[config.mk]
export PLATFORM = sky130hd
export DESIGN_NAME = trcfg_user_flat
export DESIGN_NICKNAME = d
export VERILOG_FILES = /design/src/pkg/trcfg_pkg.sv /design/src/pkg/trcfg_if.sv /design/src/rtl/trcfg_user.sv /design/src/flat_wrapper.sv
export SDC_FILE = /design/constraint.sdc
export NUM_CORES = 1
export LEC_CHECK = 0
export BUFFER_PORTS_ARGS = -buffer_cell sky130_fd_sc_hd__buf_2
export CORE_UTILIZATION = 54
export DETAILED_ROUTE_END_ITERATION = 8
export PLACE_DENSITY = 0.81
export SETUP_SLACK_MARGIN = 0.3
export SKIP_LAST_GASP = 1
export SYNTH_ARGS = -nofsm -noshare
export SYNTH_HDL_FRONTEND = slang
export SYNTH_SLANG_ARGS = --single-unit
[constraint.sdc]
create_clock -name clk_sys -period 2.6 [get_ports clk_sys]
set_input_delay 0.52 -clock clk_sys [delete_from_list [all_inputs] [get_ports clk_sys]]
set_output_delay 0.52 -clock clk_sys [all_outputs]
set_load 0.1 [all_outputs]
[src/pkg/trcfg_pkg.sv]
package trcfg_pkg;
  localparam logic [2:0] TRCFG_MODE_PMA = 3'h0;
  localparam logic [2:0] TRCFG_MODE_CHAN = 3'h1;
  localparam logic [2:0] TRCFG_MODE_PLL = 3'h2;
  localparam int TRCFG_DETECT_CYC = 2;
  localparam int TRCFG_ERR_CYC = 2;
  localparam int TRCFG_OC_SIM_CYC = 16;
  localparam int TRCFG_CLK_MHZ = 40;
  localparam int TRCFG_LOCK_WAIT_NS = 4000;
  localparam int TRCFG_LOCK_WAIT_CYC =
    (TRCFG_LOCK_WAIT_NS * TRCFG_CLK_MHZ + 999) / 1000;
  localparam int TRCFG_OP_CYC = 8;
  localparam int TRCFG_TIMEOUT_CYC = 64;
  localparam logic [3:0] TRCFG_OFF_CTRL = 4'h0;
  localparam logic [3:0] TRCFG_OFF_STAT = 4'h1;
  localparam logic [3:0] TRCFG_OFF_IRQ_STAT = 4'h2;
  localparam logic [3:0] TRCFG_OFF_IRQ_CLR = 4'h3;
  localparam logic [3:0] TRCFG_OFF_IRQ_EN = 4'h4;
  localparam logic [3:0] TRCFG_OFF_NCHAN = 4'h5;
  localparam int TRCFG_CTRL_GO = 0;
  localparam int TRCFG_IRQ_DONE = 0;
  localparam int TRCFG_IRQ_ERR = 1;
  localparam int TRCFG_IRQ_W = 2;
endpackage

[src/pkg/trcfg_if.sv]
`timescale 1ns/1ps
interface trcfg_if;
  logic read;
  logic write_all;
  logic [2:0] mode_sel;
  logic busy;
  logic error;
  logic op_done;
  logic offset_cancel;
  logic rx_freqlocked;
  logic pll_reconfig_done;
  logic tx_digitalreset;
  logic rx_digitalreset;
  logic rx_analogreset;
  logic powerdown;
  modport ctrl (input read, input write_all, input mode_sel,
    output busy, output error, output op_done, output offset_cancel,
    input rx_freqlocked, input pll_reconfig_done, input tx_digitalreset,
    input rx_digitalreset, input rx_analogreset, input powerdown);
  modport user (output read, output write_all, output mode_sel,
    input busy, input error, input op_done, input offset_cancel,
    input rx_freqlocked, input pll_reconfig_done,
    output tx_digitalreset, output rx_digitalreset,
    output rx_analogreset, output powerdown);
endinterface

[src/rtl/trcfg_user.sv]
// The register offsets and the strobed register port were left to the implementer.
`timescale 1ns/1ps
module trcfg_user
  import trcfg_pkg::*;
#(
  parameter int LOCK_WAIT_CYC = TRCFG_LOCK_WAIT_CYC
) (
  input wire logic clk_sys,
  input wire logic rst_n,
  input wire logic clk_en,
  input wire logic [3:0] addr,
  input wire logic [31:0] wdata,
  input wire logic wr,
  input wire logic rd,
  output logic [31:0] rdata,
  output logic irq,
  trcfg_if.user lnk
);
  typedef enum logic [6:0] {
    TRCFG_U_IDLE = 7'h01,
    TRCFG_U_PLL = 7'h02,
    TRCFG_U_CHAN = 7'h04,
    TRCFG_U_CWAIT = 7'h08,
    TRCFG_U_LOCK = 7'h10,
    TRCFG_U_WAIT = 7'h20,
    TRCFG_U_ERR = 7'h40
  } trcfg_ustate_t;

  trcfg_ustate_t st_ff, nxt_st;
  logic [7:0] nchan_ff, chan_ff;
  logic [15:0] cnt_ff;
  logic [TRCFG_IRQ_W-1:0] stat_ff, en_ff;
  logic [31:0] rdata_ff;
  logic irq_ff, rd_ff, wr_ff, tx_ff, rxa_ff, rxd_ff;
  logic evt_done, evt_err;

  wire go = clk_en & wr & (addr == TRCFG_OFF_CTRL) & wdata[TRCFG_CTRL_GO];
  wire in_oc = lnk.offset_cancel;
  wire [31:0] rsel = (addr == TRCFG_OFF_STAT) ?
      {25'h0, st_ff != TRCFG_U_IDLE, rxd_ff, rxa_ff, tx_ff,
       lnk.rx_freqlocked, lnk.error, lnk.busy} :
    (addr == TRCFG_OFF_IRQ_STAT) ? {30'h0, stat_ff} :
    (addr == TRCFG_OFF_IRQ_EN) ? {30'h0, en_ff} :
    (addr == TRCFG_OFF_NCHAN) ? {24'h0, nchan_ff} : 32'h0;

  always_comb begin
    nxt_st = st_ff;
    evt_done = 1'b0;
    evt_err = 1'b0;
    case (st_ff)
      TRCFG_U_IDLE: if (go && !in_oc) nxt_st = TRCFG_U_PLL;
      TRCFG_U_PLL: if (lnk.pll_reconfig_done) nxt_st = TRCFG_U_CHAN;
      TRCFG_U_CHAN: if (!lnk.busy) nxt_st = TRCFG_U_CWAIT;
      TRCFG_U_CWAIT: begin
        if (lnk.error) begin
          nxt_st = TRCFG_U_ERR;
        end else if (lnk.op_done) begin
          nxt_st = (chan_ff + 8'h01 >= nchan_ff) ? TRCFG_U_LOCK
            : TRCFG_U_CHAN;
        end
      end
      TRCFG_U_LOCK: if (lnk.rx_freqlocked) nxt_st = TRCFG_U_WAIT;
      TRCFG_U_WAIT: begin
        if (!lnk.rx_freqlocked) begin
          nxt_st = TRCFG_U_LOCK;
        end else if (cnt_ff >= 16'(LOCK_WAIT_CYC - 1)) begin
          nxt_st = TRCFG_U_IDLE;
          evt_done = 1'b1;
        end
      end
      TRCFG_U_ERR: begin
        nxt_st = TRCFG_U_IDLE;
        evt_err = 1'b1;
      end
      default: nxt_st = TRCFG_U_IDLE;
    endcase
  end

  always_ff @(posedge clk_sys or negedge rst_n) begin
    if (!rst_n) begin
      st_ff <= TRCFG_U_IDLE;
      chan_ff <= 8'h00;
      nchan_ff <= 8'h01;
      cnt_ff <= 16'h0000;
      stat_ff <= '0;
      en_ff <= '0;
      rdata_ff <= 32'h0;
      irq_ff <= 1'b0;
      wr_ff <= 1'b0;
      rd_ff <= 1'b0;
      tx_ff <= 1'b1;
      rxa_ff <= 1'b1;
      rxd_ff <= 1'b1;
    end else if (clk_en) begin
      st_ff <= nxt_st;
      chan_ff <= st_ff == TRCFG_U_PLL ? 8'h00
        : (st_ff == TRCFG_U_CWAIT && lnk.op_done) ? chan_ff + 8'h01
        : chan_ff;
      cnt_ff <= st_ff == TRCFG_U_WAIT ? cnt_ff + 16'h0001 : 16'h0000;
      if (wr && addr == TRCFG_OFF_NCHAN) nchan_ff <= wdata[7:0];
      if (wr && addr == TRCFG_OFF_IRQ_EN) en_ff <= wdata[TRCFG_IRQ_W-1:0];
      // a new event wins over a clear in the same cycle
      stat_ff <= (stat_ff & ~((wr && addr == TRCFG_OFF_IRQ_CLR) ?
        wdata[TRCFG_IRQ_W-1:0] : '0)) | {evt_err, evt_done};
      irq_ff <= |(stat_ff & en_ff);
      rdata_ff <= rd ? rsel : 32'h0;
      wr_ff <= nxt_st == TRCFG_U_CHAN && st_ff != TRCFG_U_CHAN;
      rd_ff <= 1'b0;
      if (nxt_st == TRCFG_U_PLL) begin
        tx_ff <= 1'b1;
        rxa_ff <= 1'b1;
        rxd_ff <= 1'b1;
      end else if (nxt_st == TRCFG_U_LOCK && st_ff == TRCFG_U_CWAIT) begin
        tx_ff <= 1'b0;
        rxa_ff <= 1'b0;
      end else if (evt_done) begin
        rxd_ff <= 1'b0;
      end else if (evt_err) begin
        tx_ff <= 1'b1;
        rxa_ff <= 1'b1;
      end
    end
  end

  assign rdata = rdata_ff;
  assign irq = irq_ff;
  assign lnk.read = rd_ff;
  assign lnk.write_all = wr_ff;
  assign lnk.mode_sel = TRCFG_MODE_CHAN;
  assign lnk.powerdown = 1'b0;
  assign lnk.tx_digitalreset = tx_ff;
  assign lnk.rx_digitalreset = rxd_ff;
  assign lnk.rx_analogreset = rxa_ff;
endmodule

[src/flat_wrapper.sv]
// flat-port wrapper written by rule: the top's interface ports become plain ports
module trcfg_user_flat import trcfg_pkg::*;
#(
  parameter int LOCK_WAIT_CYC = TRCFG_LOCK_WAIT_CYC
)
  (clk_sys, rst_n, clk_en, addr, wdata, wr, rd, rdata, irq, lnk_read, lnk_write_all, lnk_mode_sel, lnk_busy, lnk_error, lnk_op_done, lnk_offset_cancel, lnk_rx_freqlocked, lnk_pll_reconfig_done, lnk_tx_digitalreset, lnk_rx_digitalreset, lnk_rx_analogreset, lnk_powerdown);
  trcfg_if lnk_i ();
  input wire logic clk_sys;
  input wire logic rst_n;
  input wire logic clk_en;
  input wire logic [3:0] addr;
  input wire logic [31:0] wdata;
  input wire logic wr;
  input wire logic rd;
  output logic [31:0] rdata;
  output logic irq;
  output wire logic [$bits(lnk_i.read)-1:0] lnk_read;
  output wire logic [$bits(lnk_i.write_all)-1:0] lnk_write_all;
  output wire logic [$bits(lnk_i.mode_sel)-1:0] lnk_mode_sel;
  input wire logic [$bits(lnk_i.busy)-1:0] lnk_busy;
  input wire logic [$bits(lnk_i.error)-1:0] lnk_error;
  input wire logic [$bits(lnk_i.op_done)-1:0] lnk_op_done;
  input wire logic [$bits(lnk_i.offset_cancel)-1:0] lnk_offset_cancel;
  input wire logic [$bits(lnk_i.rx_freqlocked)-1:0] lnk_rx_freqlocked;
  input wire logic [$bits(lnk_i.pll_reconfig_done)-1:0] lnk_pll_reconfig_done;
  output wire logic [$bits(lnk_i.tx_digitalreset)-1:0] lnk_tx_digitalreset;
  output wire logic [$bits(lnk_i.rx_digitalreset)-1:0] lnk_rx_digitalreset;
  output wire logic [$bits(lnk_i.rx_analogreset)-1:0] lnk_rx_analogreset;
  output wire logic [$bits(lnk_i.powerdown)-1:0] lnk_powerdown;
  assign lnk_read = lnk_i.read;
  assign lnk_write_all = lnk_i.write_all;
  assign lnk_mode_sel = lnk_i.mode_sel;
  assign lnk_i.busy = lnk_busy;
  assign lnk_i.error = lnk_error;
  assign lnk_i.op_done = lnk_op_done;
  assign lnk_i.offset_cancel = lnk_offset_cancel;
  assign lnk_i.rx_freqlocked = lnk_rx_freqlocked;
  assign lnk_i.pll_reconfig_done = lnk_pll_reconfig_done;
  assign lnk_tx_digitalreset = lnk_i.tx_digitalreset;
  assign lnk_rx_digitalreset = lnk_i.rx_digitalreset;
  assign lnk_rx_analogreset = lnk_i.rx_analogreset;
  assign lnk_powerdown = lnk_i.powerdown;
  trcfg_user #(.LOCK_WAIT_CYC(LOCK_WAIT_CYC)) u_core (.clk_sys(clk_sys), .rst_n(rst_n), .clk_en(clk_en), .addr(addr), .wdata(wdata), .wr(wr), .rd(rd), .rdata(rdata), .irq(irq), .lnk(lnk_i));
endmodule
Word-level counts from Yosys, hierarchy flattened. Index checks and enable logic that the tools add are counted. W data, S select, Z words.

Input bits: 47. Register bits after elaboration: 79. Output and inout port bits: 42. Word-level logic and storage cells: 89.

Mux-type cells: 30. Equality and inequality tests: 19. Reduce and logical (&&, ||, !) cells: 18. Add/subtract/negate cells: 2. $lt $le $gt $ge: 2. Bitwise gates (word level): 7.

Operator list (number): $mux W32 (4); $mux W7 (8); $pmux W7 S6 (1); $mux W8 (3); $add A16 B1 Y16 const B (1); $ge A16 B8 Y1 const B (1); $mux W16 (1); $eq A7 B2 Y1 const B (2); $eq A7 B3 Y1 const B (2); $eq A7 B5 Y1 const B (2); $mux W1 (11); $add A8 B1 Y8 const B (1); $eq A4 B2 Y1 const B (2); $eq A4 B3 Y1 const B (2); $ge A8 B8 Y1 (1); $eq A7 B1 Y1 const B (1); $eq A7 B4 Y1 const B (1); $eq A7 B6 Y1 const B (1); $eq A7 B7 Y1 const B (1); $logic_and A1 B1 Y1 (7); $ne A7 B1 Y1 const B (1); $ne A7 B3 Y1 const B (1); $reduce_and A2 Y1 (3); $reduce_and A3 Y1 (2); 14 further kinds (18).

Depth between registers and ports, before layout.
Depth after elaboration: 10. Gate-level depth with buffers: 11. Gate-level depth less buffers: 11.

Least setup slack after synthesis. Ideal clock, no wire load.

Path kind: register to register. Start point: register u_core.chan_ff[0]. End point: register u_core.wr_ff (netlist: u_core.lnk.write_all). Period minus slack after synthesis: 2.416 ns. Stages on the path, launching flop included: 12. Data arrival time: 2.344 ns. Slack: 0.184 ns. Cells stage by stage: dfrtp_1 -> ha_1 -> nand3_1 -> nor2_1 -> xor2_1 -> ha_1 -> and3_1 -> a221oi_1 -> o22a_1 -> o211ai_1 -> a21oi_2 -> a32o_1.

Word-level cells in the longest chain between the ends: 8.

RTL lines: start: declaration (RTL line trcfg_user.sv:30) `logic [7:0] nchan_ff, chan_ff;`; start signal: assignment (RTL line trcfg_user.sv:96) `chan_ff <= st_ff == TRCFG_U_PLL ? 8'h00`; $add A8 B1 Y8 (RTL line trcfg_user.sv:58) `nxt_st = (chan_ff + 8'h01 >= nchan_ff) ? TRCFG_U_LOCK`; $ge A8 B8 Y1 (RTL line trcfg_user.sv:58); $mux W5 (RTL line trcfg_user.sv:58); $mux W7 (RTL line trcfg_user.sv:57) `end else if (lnk.op_done) begin`; $mux W7 (RTL line trcfg_user.sv:55) `if (lnk.error) begin`; $pmux W7 S6 (RTL line trcfg_user.sv:50) `case (st_ff)`; $eq A7 B3 Y1 (RTL line trcfg_user.sv:107) `wr_ff <= nxt_st == TRCFG_U_CHAN && st_ff != TRCFG_U_CHAN;`; $logic_and A1 B1 Y1 (RTL line trcfg_user.sv:107); end signal: assignment (RTL line trcfg_user.sv:89) `wr_ff <= 1'b0;`; end signal: assignment (RTL line trcfg_user.sv:107); end: declaration (RTL line trcfg_user.sv:34) `logic irq_ff, rd_ff, wr_ff, tx_ff, rxa_ff, rxd_ff;`.

No other way between the ends. A chain may end at the register's enable or synchronous reset.

Worst setup path after layout. Ends and elaborated chain as after synthesis.

==> results.py <==
metrics = {
    "cells_and_area": {
        "num_antenna_cells": 0,
        "final_core_util_pct": 65.2,
        "regArea_sq_um": 1390,
        "fin_nets": 496,
        "final_common_cell": "dfrtp_1",
        "mostFrequentLayoutCells": "dfrtp_1 (47), nand2_1 (43), buf_2 (35)",
        "multi_input_area_sq_um": 1930,
        "drive_gt1_share_pct": 23.9,
        "areaGrowthSynthToFinish_pct": 13.4,
        "finalNonFillerCells": 515,
        "fillerInstances": 481,
    },
    "yosys": {
        "synth_cell_type_count": 60,
        "yosys.area.top_type": "dfrtp_1",
        "synth_cells": 393,
        "synth_edf_count": 0,
        "yosysWarnings": 0,
        "synthFlopType": "dfrtp_1",
        "syn_avg_cell_area_sq_um": 8.87,
        "synth_top_area_share_pct": 36.6,
        "syn-cell-area_sq_um": 3490,
        "async_reset_ff_share_pct": 100,
        "synth_area_leaders": "dfrtp_1 (37%), buf_4 (7.5%), nand2_1 (4.6%)",
        "ys_seq_area_share_pct": 39.6,
        "synth_seq_cells": 55,
    },
    "power_and_ir_drop": {
        "power_density_nw_per_um2": 545,
        "irDropWorstVdd_mv": 0.345,
        "leakagePower_nw": 1.84,
        "total_power_mw": 2.15,
    },
    "sta": {
        "setup_viol": 0,
        "finalClockSkew_ns": 0.00838,
        "setup_ws_ns": 0.0648,
        "max_freq_ghz": 0.394,
        "period_minus_slack_ns": 2.54,
        "slew_headroom_pct": 49.1,
        "period_share_pct": 97.5,
        "report.final.slew_viol_count": 0,
        "rsz0062_at_grt": "yes",
        "worstMarginPinSlew_ns": 0.753,
        "finalHoldViolCount": 0,
    },
    "outcome": {
        "status": "finished clean",
    },
    "global_routing": {
        "antenna_found_initial": 0,
        "grt_usage_pct": 26.0,
        "grt_max_degree": 56,
        "grt_pass1_wl_mm": 13.3,
        "grt-ovfl-total": 0,
        "grt_pass1_vias": 2780,
    },
    "clock_tree": {
        "cts_tree": "built",
        "insertion_delay_ns": 0.32,
        "clk_path_buf_depth": 2,
        "cts_max_level": 2,
        "cts_root_buffer": "clkbuf_8",
        "numClockSinks": 55,
        "cts_buffers": 5,
        "cts.clk_slew.worst_paths_ns": 0.10,
        "hold_buffers": 0,
    },
    "floorplan": {
        "rows": 28,
        "initial_core_util_pct": 57.5,
        "die_area_sq_um": 6780,
        "die_w_microns": 82.3,
        "die_h_microns": 82.3,
        "pin_count": 89,
        "core_sq_um": 6060,
    },
    "placed_design": {
        "dp_hpwl_mm": 5.53,
        "io_buffers": 35,
        "gp_congestion": 0.873,
        "placedCellCount": 491,
        "pre_cts_ws_ns": 0.0562,
    },
    "detailed_routing": {
        "vias": 3100,
        "drcViolationCount": 0,
        "drt_iter0_markers": 336,
        "wirelength_mm": 8.64,
        "drtPass1Iterations": 7,
        "detail_route.wl_per_cell_microns": 16.8,
        "ant_nets": 0,
        "viasPerCell": 6.02,
    },
    "critical_path": {
        "crit_type": "reg2reg",
        "startpoint_type": "register",
        "arrival_ns": 2.74,
        "path_max_fanout": 3,
        "worst_ep_required_time_ns": 2.81,
        "end_kind": "register",
    },
    "hold_path": {
        "hold_class": "in2async",
    },
    "run": {
        "cap_violations": 0,
    },
}
-- synth_stat cells (2+ instances only) --
cell type and n:
or3_1 2, o41ai_1 3, nor2b_1 4, a21o_1 4, nand2b_1 9, and3_1 7
clkbuf_1 13, a22oi_1 3, dfstp_2 4, nand2_1 43, dfrtp_1 51, inv_1 16
or4_1 2, a41oi_1 2, nor3_1 9, and2_1 2, nand3_1 14, conb_1 2
nor3b_1 3, ha_1 10, nand3b_1 2, buf_4 35, xnor2_1 6, o211ai_1 2
nor2_1 18, o2bb2ai_1 7, xor2_1 8, nor4_1 5, o31ai_1 5, nor4b_1 2
mux2i_1 2, o21ai_0 16, o21a_1 2, a31oi_1 4, nand4_1 5, o21ai_1 23
mux2_2 6, a21oi_1 18, o2111ai_1 3
-- cell families (layout without fill, tap and decap cells) --
logic type / after synthesis / count (layout) / share of synthesized area [%]
simple gates: 135 / 135 / 20.7
other cells: 2 / 29 / 0.215
buf+inv: 67 / 87 / 11.1
mux: 8 / 8 / 2.51
compound gates: 102 / 102 / 18.7
fa+ha+maj: 10 / 10 / 3.59
flops: 55 / 55 / 39.6
xor+xnor: 14 / 14 / 3.52
-- metal layers --
metal,track usage [%],share of wire [%],up-vias
li1,-,-,1428
met4,10.0,2.9,0
met1,34.5,42,1453
met5,0,0,-
met2,42.1,47,183
met3,4.51,7.8,36
-- through the flow --
step / hold WS [ns] / TNS, ns / area, sq um
after floorplan: 0.224 / 0 / 3670
after global placement: 0.468 / 0 / 3690
after detailed placement: 0.468 / 0 / 3690
after CTS: 0.355 / 0 / 3880
after global routing: 0.393 / -0.0188 / 3950
final: 0.311 / 0 / 3950
-- repair_timing --
item,CTS,global route
setup endpoints to repair,4,12
buffers inserted,11,5
resized for setup,4,6
pin swaps,9,5
-- critical path, cell delays in order (launching register included) --
cell and delay, ns:
dfrtp_2 0.46, ha_4 0.19, nand3_4 0.09, nor2_4 0.05, xor2_2 0.18, ha_1 0.31
and3_4 0.20, o2111ai_1 0.15, o22a_1 0.23, buf_6 0.13, nor3_4 0.14, a21oi_2 0.06
a32o_1 0.23
-- power by group --
group | internal (mW) | total, mW | leakage, nW | switching (mW)
combinational | 0.166 | 0.645 | 1.07 | 0.479
clock | 0.219 | 0.510 | 0.0484 | 0.291
sequential | 0.924 | 0.999 | 0.722 | 0.0747
total | 1.31 | 2.15 | 1.84 | 0.844
-- sequential cells by signal, indices dropped and copies added (netlist names) --
signal and cells:
u_core.chan_ff 8, u_core.cnt_ff 16, u_core.en_ff 2, u_core.irq 1, u_core.lnk.rx_analogreset 1, u_core.lnk.rx_digitalreset 1
u_core.lnk.write_all 1, u_core.nchan_ff 8, u_core.rdata 8, u_core.st_ff 7, u_core.stat_ff 2
-- area by class of cell --
class,instances,area share [%]
inverter,17,1.61
tap,75,2.37
sequential,55,35.1
multi-input combinational,298,48.9
clock buffer,7,2.18
clock inverter,1,0.222
timing repair buffer,62,9.65
-- worst paths after layout --
path,startpoint,end,slack [ns],cells after the start
min in group clk_sys,wdata[7],u_core.nchan_ff[7]$_DFFE_PN0P_,0.41,3
min reg2reg,u_core.rdata[3]$_DFFE_PN0P_,u_core.rdata[3]$_DFFE_PN0P_,0.49,1
max reg2reg,u_core.chan_ff[0]$_DFFE_PN0P_,u_core.lnk.write_all$_DFFE_PN0P_,0.06,12
max,u_core.chan_ff[0]$_DFFE_PN0P_,u_core.lnk.write_all$_DFFE_PN0P_,0.06,12
min,rst_n,u_core.chan_ff[5]$_DFFE_PN0P_,0.31,2
max in group asynchronous,rst_n,u_core.chan_ff[3]$_DFFE_PN0P_,1.79,2
Note: power is estimated with default switching activity, not from simulation.
